===== src/ascfg_pkg.sv =====
// Constants for the auxiliary converter step eight configuration register
package ascfg_pkg;

  // ----------------------------------------------------------------
  // Register map
  // ----------------------------------------------------------------
  localparam logic [7:0]  STEP8_CFG_INDEX = 8'h98;
  localparam logic [11:0] STEP8_CFG_ADDR  = {2'h0, STEP8_CFG_INDEX, 2'h0};
  localparam logic [15:0] STEP8_CFG_RESET = 16'h0008;

  // ----------------------------------------------------------------
  // Field positions
  // ----------------------------------------------------------------
  localparam int ENABLE_BIT   = 15;
  localparam int GAIN_HI      = 14;
  localparam int GAIN_LO      = 13;
  localparam int RSVD_HI      = 12;
  localparam int RSVD_LO      = 5;
  localparam int NEG_BIT      = 4;
  localparam int POS_HI       = 3;
  localparam int POS_LO       = 0;
  localparam logic [15:0] WRITABLE_MASK = 16'he01f;

  // ----------------------------------------------------------------
  // Gain codes and decoded gain
  // ----------------------------------------------------------------
  localparam logic [1:0] GAIN_CODE_X1 = 2'h0;
  localparam logic [1:0] GAIN_CODE_X2 = 2'h1;
  localparam logic [1:0] GAIN_X1      = 2'h0;
  localparam logic [1:0] GAIN_X2      = 2'h1;
  localparam logic [1:0] GAIN_X4      = 2'h2;

  // ----------------------------------------------------------------
  // Positive select codes
  // ----------------------------------------------------------------
  localparam logic [3:0] POS_EXT_LAST   = 4'h7;
  localparam logic [3:0] POS_TEMP       = 4'h8;
  localparam logic [3:0] POS_SHORT      = 4'h9;
  localparam logic [3:0] POS_TEST_DAC   = 4'ha;
  localparam logic [3:0] POS_AVDD_DIV4  = 4'hb;
  localparam logic [3:0] POS_IOVDD_DIV4 = 4'hc;
  localparam logic [3:0] POS_DVDD_DIV2  = 4'hd;
  localparam logic [3:0] POS_ANALOG_PWR_DIV  = 4'he;
  localparam logic [3:0] POS_DIGITAL_PWR_DIV = 4'hf;

endpackage


===== src/ascfg_step8_config.sv =====
// APB register and decode for auxiliary converter sequencer step eight
// What this block does
// - Step eight joins the converter sequence only while bit 15 is one, else it is skipped.
// - Bits 14:13 set the step gain: 00 gives 1, 01 gives 2, 10 and 11 both give 4.
// - Bits 12:5 always read as zero whatever was written.
// - Bit 4 routes the negative input: 0 to converter analog ground, 1 to external input seven.
// - Positive select codes 0000 to 0111 connect external inputs zero to seven.
// - Code 1000 is the temperature sensor, 1001 an internal short, 1010 the test DAC.
// - Code 1011 is analog supply over 4, 1110 analog power over 103, 1111 digital power over 103.
// - For positive codes 1000 and up the negative input is automatic and bit 4 is ignored.
// - The register sits at 98h and resets to 0008h: disabled, gain 1, temperature sensor.
//
// Our own choices: the address map and register access over APB.
`timescale 1ns/100ps

module ascfg_step8_config
  import ascfg_pkg::*;
(
  input  wire logic        clock,
  input  wire logic        rst_n,
  input  wire logic        psel,
  input  wire logic        penable,
  input  wire logic        pwrite,
  input  wire logic [11:0] paddr,
  input  wire logic [31:0] pwdata,
  input  wire logic [3:0]  pstrb,
  output logic             pready,
  output logic [31:0]      prdata,
  output logic             pslverr,
  output logic             stepEnable,
  output logic [1:0]       gainSelect,
  output logic             negAuto,
  output logic             negExtSeven,
  output logic [15:0]      posRoute
);

  // ----------------------------------------------------------------
  // State
  // ----------------------------------------------------------------
  logic [15:0] cfg_ff;
  logic [15:0] nxt_cfg;
  logic        ready_ff;
  logic        nxt_ready;
  logic [31:0] rdata_ff;
  logic [31:0] nxt_rdata;
  logic        err_ff;
  logic        nxt_err;
  logic        enable_ff;
  logic        nxt_enable;
  logic [1:0]  gain_ff;
  logic [1:0]  nxt_gain;
  logic        negAuto_ff;
  logic        nxt_negAuto;
  logic        negSeven_ff;
  logic        nxt_negSeven;
  logic [15:0] posRoute_ff;
  logic [15:0] nxt_posRoute;

  logic        hit;
  logic        finish;
  logic [15:0] laneMask;

  // ----------------------------------------------------------------
  // APB slave, one wait state
  // ----------------------------------------------------------------
  // Registered pready costs one cycle but keeps every output on a flop
  assign hit    = (paddr == STEP8_CFG_ADDR);
  assign finish = psel && penable && ready_ff;
  assign laneMask = {{8{pstrb[1]}}, {8{pstrb[0]}}};

  always_comb begin
    nxt_ready = psel && penable && !ready_ff;
    nxt_rdata = rdata_ff;
    nxt_err   = err_ff;
    nxt_cfg   = cfg_ff;
    if (psel && penable && !ready_ff) begin
      nxt_err = !hit;
      nxt_rdata = (hit && !pwrite) ? {16'h0000, cfg_ff & WRITABLE_MASK} : 32'h0000_0000;
    end
    if (finish && pwrite && hit) begin
      nxt_cfg = ((cfg_ff & ~laneMask) | (pwdata[15:0] & laneMask)) & WRITABLE_MASK;
    end
  end

  always_ff @(posedge clock or negedge rst_n) begin
    if (!rst_n) begin
      cfg_ff   <= STEP8_CFG_RESET;
      ready_ff <= 1'b0;
      rdata_ff <= 32'h0000_0000;
      err_ff   <= 1'b0;
    end else begin
      cfg_ff   <= nxt_cfg;
      ready_ff <= nxt_ready;
      rdata_ff <= nxt_rdata;
      err_ff   <= nxt_err;
    end
  end

  // ----------------------------------------------------------------
  // Field decode
  // ----------------------------------------------------------------
  // Decoded from the next value so outputs track the register exactly
  always_comb begin
    nxt_enable = nxt_cfg[ENABLE_BIT];
    unique case (nxt_cfg[GAIN_HI:GAIN_LO])
      GAIN_CODE_X1: nxt_gain = GAIN_X1;
      GAIN_CODE_X2: nxt_gain = GAIN_X2;
      default:      nxt_gain = GAIN_X4;
    endcase
    nxt_negAuto  = (nxt_cfg[POS_HI:POS_LO] > POS_EXT_LAST);
    nxt_negSeven = nxt_cfg[NEG_BIT] && !nxt_negAuto;
  end

  genvar g;
  generate
    for (g = 0; g < 16; g++) begin : gPos
      assign nxt_posRoute[g] = (nxt_cfg[POS_HI:POS_LO] == 4'(g));
    end
  endgenerate

  always_ff @(posedge clock or negedge rst_n) begin
    if (!rst_n) begin
      enable_ff   <= 1'b0;
      gain_ff     <= GAIN_X1;
      negAuto_ff  <= 1'b1;
      negSeven_ff <= 1'b0;
      posRoute_ff <= 16'h0100;
    end else begin
      enable_ff   <= nxt_enable;
      gain_ff     <= nxt_gain;
      negAuto_ff  <= nxt_negAuto;
      negSeven_ff <= nxt_negSeven;
      posRoute_ff <= nxt_posRoute;
    end
  end

  assign pready      = ready_ff;
  assign prdata      = rdata_ff;
  assign pslverr     = err_ff;
  assign stepEnable  = enable_ff;
  assign gainSelect  = gain_ff;
  assign negAuto     = negAuto_ff;
  assign negExtSeven = negSeven_ff;
  assign posRoute    = posRoute_ff;

  // ----------------------------------------------------------------
  // Checks
  // ----------------------------------------------------------------
  a_enable_follows: assert property (@(posedge clock) disable iff (!rst_n)
    finish && pwrite && hit && pstrb[1] |=> stepEnable == $past(pwdata[15]))
    else $error("Step enable did not follow bit 15");

  a_gain_map: assert property (@(posedge clock) disable iff (!rst_n)
    finish && pwrite && hit && pstrb[1] && pwdata[14]
    |=> gainSelect == GAIN_X4 ##1 gainSelect == GAIN_X4 || $past(finish && pwrite))
    else $error("Gain codes 10 and 11 must give gain 4");

  a_gain_unity: assert property (@(posedge clock) disable iff (!rst_n)
    gainSelect == GAIN_X1 |-> cfg_ff[GAIN_HI:GAIN_LO] == GAIN_CODE_X1)
    else $error("Gain 1 without code 00");

  a_reserved_zero: assert property (@(posedge clock) disable iff (!rst_n)
    pready && !pslverr |-> prdata[31:5] == {16'h0000, prdata[15:13], 8'h00})
    else $error("Reserved bits read nonzero");

  a_neg_seven: assert property (@(posedge clock) disable iff (!rst_n)
    negExtSeven |-> !posRoute[8] && !posRoute[15] && cfg_ff[NEG_BIT])
    else $error("Negative input seven without bit 4");

  a_pos_onehot: assert property (@(posedge clock) disable iff (!rst_n)
    $onehot(posRoute) && posRoute[cfg_ff[POS_HI:POS_LO]])
    else $error("Positive route not matching code");

  a_pos_internal: assert property (@(posedge clock) disable iff (!rst_n)
    posRoute[POS_TEMP] || posRoute[POS_SHORT] || posRoute[POS_TEST_DAC] |-> negAuto)
    else $error("Internal source without automatic negative");

  a_neg_ignored: assert property (@(posedge clock) disable iff (!rst_n)
    cfg_ff[POS_HI] |-> negAuto && !negExtSeven)
    else $error("Bit 4 honoured for an internal source");

  a_reset_value: assert property (@(posedge clock) disable iff (!rst_n)
    $rose(rst_n) |-> cfg_ff == STEP8_CFG_RESET)
    else $error("Register left reset with wrong value");

  a_ready_pulse: assert property (@(posedge clock) disable iff (!rst_n)
    psel && penable && !pready |=> pready ##1 !pready)
    else $error("Ready must pulse for one cycle");

  // ----------------------------------------------------------------
  // Bus and decode cross checks
  // ----------------------------------------------------------------
  // Idle bus never sees a stray ready
  a_ready_idle: assert property (@(posedge clock) disable iff (!rst_n)
    !psel |=> !pready)
    else $error("Ready raised without a select");

  a_ready_needs_sel: assert property (@(posedge clock) disable iff (!rst_n)
    pready |-> $past(psel && penable))
    else $error("Ready without an access phase");

  a_write_lands: assert property (@(posedge clock) disable iff (!rst_n)
    finish && pwrite && hit |=> cfg_ff == ((($past(cfg_ff) & ~$past(laneMask))
      | ($past(pwdata[15:0]) & $past(laneMask))) & WRITABLE_MASK))
    else $error("Write did not land in the register");

  a_miss_no_write: assert property (@(posedge clock) disable iff (!rst_n)
    finish && !hit |=> $stable(cfg_ff))
    else $error("Unmapped access changed the register");

  a_miss_error: assert property (@(posedge clock) disable iff (!rst_n)
    psel && penable && !pready && !hit |=> pslverr && pready)
    else $error("Unmapped access without error");

  a_hit_no_error: assert property (@(posedge clock) disable iff (!rst_n)
    psel && penable && !pready && hit |=> !pslverr && pready)
    else $error("Mapped access answered with error");

  a_strobe_keep: assert property (@(posedge clock) disable iff (!rst_n)
    finish && pwrite && hit && !pstrb[1] |=> cfg_ff[15:8] == $past(cfg_ff[15:8]))
    else $error("Upper lane written without its strobe");

  a_reset_outputs: assert property (@(posedge clock) disable iff (!rst_n)
    $rose(rst_n) |-> posRoute[POS_TEMP] && negAuto && !stepEnable && gainSelect == GAIN_X1)
    else $error("Decode outputs left reset wrong");

  a_read_value: assert property (@(posedge clock) disable iff (!rst_n)
    psel && penable && !pready && hit && !pwrite |=> prdata == {16'h0000, $past(cfg_ff)})
    else $error("Read data not the register value");

  a_write_rdata_zero: assert property (@(posedge clock) disable iff (!rst_n)
    psel && penable && !pready && pwrite |=> prdata == 32'h0000_0000)
    else $error("Write answered with nonzero data");

  a_reserved_store: assert property (@(posedge clock) disable iff (!rst_n)
    cfg_ff[RSVD_HI:RSVD_LO] == 8'h00)
    else $error("Reserved bits stored");

  a_enable_reg: assert property (@(posedge clock) disable iff (!rst_n)
    stepEnable == cfg_ff[ENABLE_BIT])
    else $error("Step enable differs from bit 15");

  a_enable_stable: assert property (@(posedge clock) disable iff (!rst_n)
    !(finish && pwrite && hit) |=> $stable(stepEnable))
    else $error("Step enable moved without a write");

  a_gain_two: assert property (@(posedge clock) disable iff (!rst_n)
    gainSelect == GAIN_X2 |-> cfg_ff[GAIN_HI:GAIN_LO] == GAIN_CODE_X2)
    else $error("Gain 2 without code 01");

  a_gain_legal: assert property (@(posedge clock) disable iff (!rst_n)
    gainSelect != 2'h3)
    else $error("Illegal gain output");

  a_neg_ground: assert property (@(posedge clock) disable iff (!rst_n)
    !negAuto && !cfg_ff[NEG_BIT] |-> !negExtSeven)
    else $error("Negative input not on analog ground");

  a_neg_seven_set: assert property (@(posedge clock) disable iff (!rst_n)
    !negAuto && cfg_ff[NEG_BIT] |-> negExtSeven)
    else $error("Negative input seven not selected");

  a_ext_inputs: assert property (@(posedge clock) disable iff (!rst_n)
    !cfg_ff[POS_HI] |-> posRoute[7:0] != 8'h00 && posRoute[15:8] == 8'h00 && !negAuto)
    else $error("External code not routed to an input");

  a_temp_code: assert property (@(posedge clock) disable iff (!rst_n)
    cfg_ff[POS_HI:POS_LO] == POS_TEMP |-> posRoute[POS_TEMP] && !negExtSeven)
    else $error("Temperature code misrouted");

  a_short_code: assert property (@(posedge clock) disable iff (!rst_n)
    cfg_ff[POS_HI:POS_LO] == POS_SHORT |-> posRoute[POS_SHORT] && negAuto)
    else $error("Short code misrouted");

  a_test_dac: assert property (@(posedge clock) disable iff (!rst_n)
    cfg_ff[POS_HI:POS_LO] == POS_TEST_DAC |-> posRoute[POS_TEST_DAC] && negAuto)
    else $error("Test source code misrouted");

  a_supply_analog: assert property (@(posedge clock) disable iff (!rst_n)
    cfg_ff[POS_HI:POS_LO] == POS_AVDD_DIV4 |-> posRoute[POS_AVDD_DIV4] && negAuto)
    else $error("Analog supply code misrouted");

  a_power_inputs: assert property (@(posedge clock) disable iff (!rst_n)
    cfg_ff[POS_HI:POS_LO] >= POS_ANALOG_PWR_DIV |-> posRoute[15:14] != 2'h0 && negAuto)
    else $error("Power input code misrouted");

  a_io_supply: assert property (@(posedge clock) disable iff (!rst_n)
    cfg_ff[POS_HI:POS_LO] == POS_IOVDD_DIV4 |-> posRoute[POS_IOVDD_DIV4] && negAuto)
    else $error("IO supply code misrouted");

  // Code 1101 has its own tag, POS_DVDD_DIV2, and must still force the negative input
  a_digital_half: assert property (@(posedge clock) disable iff (!rst_n)
    cfg_ff[POS_HI:POS_LO] == POS_DVDD_DIV2 |-> posRoute[POS_DVDD_DIV2] && negAuto)
    else $error("Digital supply code misrouted");

endmodule


===== config.mk =====
export PLATFORM = sky130hd
export DESIGN_NAME = ascfg_step8_config
export DESIGN_NICKNAME = d
export VERILOG_FILES = /design/src/ascfg_pkg.sv /design/src/ascfg_step8_config.sv
export SDC_FILE = /design/constraint.sdc
export NUM_CORES = 1
export LEC_CHECK = 0
export BUFFER_PORTS_ARGS = -buffer_cell sky130_fd_sc_hd__buf_2
export CORE_UTILIZATION = 35
export CTS_CLUSTER_DIAMETER = 200
export DETAILED_ROUTE_END_ITERATION = 8
export GPL_ROUTABILITY_DRIVEN = 1
export GPL_TIMING_DRIVEN = 0
export MAX_ROUTING_LAYER = met4
export PLACE_DENSITY_LB_ADDON = 0.12
export SETUP_SLACK_MARGIN = 0.2
export SYNTH_ARGS = -nofsm -noshare
export SYNTH_HDL_FRONTEND = slang
export SYNTH_SLANG_ARGS = --single-unit

===== constraint.sdc =====
create_clock -name clock -period 2 [get_ports clock]
set_clock_uncertainty 0.1 [all_clocks]
set_input_delay 0.3 -clock clock [delete_from_list [all_inputs] [get_ports clock]]
set_output_delay 0.3 -clock clock [all_outputs]
set_load 0.01 [all_outputs]

; ---- Word-level counts from Yosys, hierarchy flattened
; Index checks and enable logic that the tools add are counted.
[word_totals]
register_bits = 63
inputBits = 53
out_inout_bits = 55
wordCells = 47
[op_classes]
n_lt_le_gt_ge = 1
n_eq_ne = 17
mux = 3
bitwise_logic = 4
reduce_logical = 13
[op_table]
columns = cell, n
row1 = $and 16x16->16, 2
row2 = $eq 4x4->1 const B, 8
row3 = $mux 16, 2
row4 = $eq 4x3->1 const B, 4
row5 = $not 16->16, 1
row6 = $or 16x16->16, 1
row7 = $eq 12x10->1 const B, 1
row8 = $eq 4x2->1 const B, 2
row9 = $logic_and 1x1->1, 7
row10 = $eq 4x1->1 const B, 1
row11 = $gt 4x3->1 const B, 1
row12 = $logic_not 1->1, 4
row13 = $logic_not 4->1, 1
row14 = $pmux 2 s2, 1
row15 = $eq 2x1->1 const B, 1
row16 = $logic_not 2->1, 1

; ---- Depth between registers and ports, before layout
[depth]
word_depth = 8
depth_mapped = 5

; ---- Worst setup path after synthesis
; Ideal clock, no wire load.
[synth_timing]
path_kind = input -> register
start = input paddr[11]
end = register cfg_ff[0]
setup_ps = 125
arrival_ps = 1440
required_ps = 1775
slack_ps = 335
cell_stages = 5
n_path_buf = 1
path_cell_list = nor4_4 -> nand4_4 -> or2_1 -> buf_6 -> mux2_4
[synth_via]
elab_chain_cells = 3
[synth_lines]
columns = element, line_no
row1 = start: declaration, ascfg_step8_config.sv:24  ; input wire logic [11:0] paddr,
row2 = $eq 12x10->1, ascfg_step8_config.sv:67  ; assign hit = (paddr == STEP8_CFG_ADDR);
row3 = $logic_and 1x1->1, ascfg_step8_config.sv:80  ; if (finish && pwrite && hit) begin
row4 = $mux 16, ascfg_step8_config.sv:80
row5 = net nxt_cfg[0], ascfg_step8_config.sv:41  ; logic [15:0] nxt_cfg;
row6 = end signal: assignment, ascfg_step8_config.sv:92  ; cfg_ff <= nxt_cfg;
row7 = end: declaration, ascfg_step8_config.sv:40  ; logic [15:0] cfg_ff;
; The timed path passes the listed nets, and every way through them passes these cells.
; A chain may end at the register's enable or synchronous reset.

==> summary.md <==
| Metric | Value |
|---|---|
| Status | complete, but fails checks |
| Failing checks | negative hold slack |
| Die Wd | approximately 77 um |
| Max Cap Violations | 0 |
| Placer congestion estimate | between 0.9 and 1 |
| Max stage delay cell, worst path | dfrtp_1 |
| Top delay family on crit path | simple AND/OR/NAND/NOR gates |
| Period utilization | 0.8562 |
| Cell Area, Synth | 0.001946 mm2 |
| Kind of critical path | reg -> reg |
| Pleak | 1.359 nW |
| Setup WS post-layout | 287.6 ps |
| Area post-placement | 0.002405 mm2 |
| H-tree lvl count | 2 |
| Max Slew Vio Count | 0 |
| CTS max path bufs | 2 |
| Final-report setup violation count | 0 |
| ANT nets after route | 0 |
| Worst path cell trace | and4_1 -> nand4_4 -> or2_1 -> buf_6 -> mux2_4 |
| Clock Latency Late Sink | 290 ps |
| Bufs and invs on worst path | 1 |
| Min-Delay Path Class | in -> async |
| Hold Vio Cnt, Final | 17 |
| Sequential fraction of the synthesis area | 0.4772 |
| Pin count of the biggest net entering global routing | 38 |
| Fmax | around 0.58 GHz |
| Int Power | 0.001125 W |
| P&R area growth vs syn | 30.87% |
| Reg power frac | 0.508 |
| Startpoint types | flip-flop |
| Power, Total | 0.001475 W |
| CTS root buf | clkbuf_8 |
| Core Box Area | 0.005238 mm2 |
| Reg2reg path depth | 5 |
| R2R setup slack | 290 ps |
| Crit path required time | 2070 ps |
| Unrepaired setup endpoints after global routing | no |
| Ports | 108 |
| Critical R2R Launch | pready |
| Number of synthesized register bits | 37 |
| GR Util All Layers | 0.1601 |
| Worst-path clk slew | 80 ps |
| DRT iter0 DRCs | between 100 and 150 |
| Worst EP arrival | 1790 ps |
| Share of cells above drive strength 1 | 0.4070 |
| Max FO, Critical Path | 10 |
| Final wirelength | 4349 um |
| Final TNS setup | 0 ps |
| P_sw | 0.0003494 W |
| Mapped Cells | just under 200 |
| Commonest non-fill, non-tap cell in the layout | buf_2 |
| Clock network power share | 0.390 |
| Via count | 1,586 |
| CTS Buf Count | 5 |
| Total grt overflow | 0 |
| Worst stage delay on the critical path | 360 ps |
| Sw Ratio | 0.2369 |
| Fin nets | roughly 340 |
| Fraction of registers with async set/reset | 1.000 |
| WL/cell | 12.25 um |
| DR DRC count | 0 |
| Post-DP HPWL | roughly 3200 um |
| WHS | -5.517 ps |
| Initial antenna violation count | 0 |
| Row cnt | 26 |
| Final Cell Area | between 0.002 and 0.003 mm2 |
| Max transition margin | 0.4658 |
| Most frequent cells in the layout | 58 x buf_2, 36 x nand2_1, 35 x dfrtp_1, 24 x buf_4, 24 x conb_1 |
| Worst vdd ir | approximately 0.25 mV |
| Vias in the first global route | 1,458 |
| Syn. warnings | 0 |
| Power Density | approximately 580 mW/mm2 |
| Worst slew pin tran | 801.3 ps |
| Clk sinks | 37 |
| Combinational fraction of design power | 0.101 |
| Die Area | 0.005861 mm2 |
| DRT Pass-1 Iters | 4 |
| First-pass GRT wire length | 7024 um |
| Post-synth EDFFs | 0 |
| Crit. End Element | flip-flop |
| Total inserted antenna cells | 0 |
| Syn_area_per_cell | ~10 um2 |
| Initial Util | 0.3715 |
| CTS tree | done |
| Vias/cell | approximately 4.5 |
| Post-layout min period | between 1500 and 2000 ps |
| Ys flop type | dfrtp_1 |
| Die Ht | 76.56 um |
| IO buf count | 57 |
| Setup WS pre-CTS | 26.72 ps |
| Synth unique cells | 30 |
==> per-layer routing <==
layer  global-route usage  vias to the layer above  share of wire
li1                     -                      791              -
met5                    -                        -              0
met4              0.06923                        0          0.015
met1               0.1964                      727           0.45
met3              0.04072                        4          0.061
met2               0.2495                       64           0.47
==> how the worst max path moves through the flow <==
stage | from | cells past startpoint | slack [ps] | to
2_1_floorplan | paddr[11] | 5 | 340 | cfg_ff[0]
3_3_place_gp | cfg_ff[3] | 5 | 20 | posRoute[14]
3_5_place_dp | cfg_ff[3] | 5 | 30 | posRoute[8]
4_1_cts | cfg_ff[2] | 5 | 200 | posRoute[7]
5_1_grt | cfg_ff[3] | 5 | 210 | posRoute[8]
6_report | pready | 5 | 290 | flip-flop
==> sequential cells by signal, summed over array words and instances, names as in the netlist, named ones only <==
signal,cells
prdata,8
gainSelect,2
pslverr,1
pready,1
posRoute,16
cfg_ff,7
negExtSeven,1
==> per-stage QoR <==
| step | instances | util |
|---|---|---|
| floorplan | 220 | - |
| finish | 355 | 0.4861 |
| CTS | 355 | 0.4787 |
| global placement | 347 | 0.4592 |
| global route | 355 | 0.4861 |
| detailed placement | 347 | 0.4592 |
==> timing repair <==
action | in CTS | in global routing
hold buffers | 0 | 0
setup buffers | 0 | 0
gates resized for setup | 1 | 15
setup endpoints to repair | 8 | 19
==> logic make-up after synthesis <==
family	count (synthesis)	share of synthesized area
AND/OR/NAND/NOR	74	0.2071
buffers and inverters	38	0.1273
multiplexers	9	0.06753
other	1	0.001927
flip-flops	37	0.4772
AO/OA/AOI/OAI	38	0.1190
==> power by group through the flow <==
stage	logic [W]	registers, W	clock network, W
6_report	0.000150	0.000750	0.000575
5_1_grt	0.000165	0.000749	0.000613
4_1_cts	0.000144	0.000750	0.000586
3_5_place_dp	0.000144	0.000764	0
3_3_place_gp	0.000143	0.000764	0
2_1_floorplan	0.0000847	0.000765	0
==> area by class of cell <==
class | count | area, um2
multi-input cells | 145 | 890.9
well taps | 70 | 87.58
inverters | 4 | 15.01
fillers | 530 | 2691
flip-flops and latches | 37 | 928.4
repair buffers | 57 | 285.3
clock buffers | 7 | 96.34
plain buffers | 34 | 237.7
clock inverters | 1 | 5.005
==> synth_stat cells (2+ instances only) <==
cell,count,area share
a22o_1,8,0.036
buf_4,24,0.093
buf_6,2,0.012
clkbuf_1,8,0.015
dfrtp_1,35,0.45
dfstp_2,2,0.027
inv_1,4,0.0077
mux2_4,8,0.062
nand2_1,36,0.069
nand2b_1,7,0.023
nand3_1,2,0.0051
nand3b_1,2,0.0077
nor2_1,9,0.017
nor2b_1,2,0.0064
nor3_1,6,0.015
o21ai_0,24,0.062
o22ai_1,4,0.013
or2_1,2,0.0064
No activity file was read; power rests on OpenSTA's default activity.
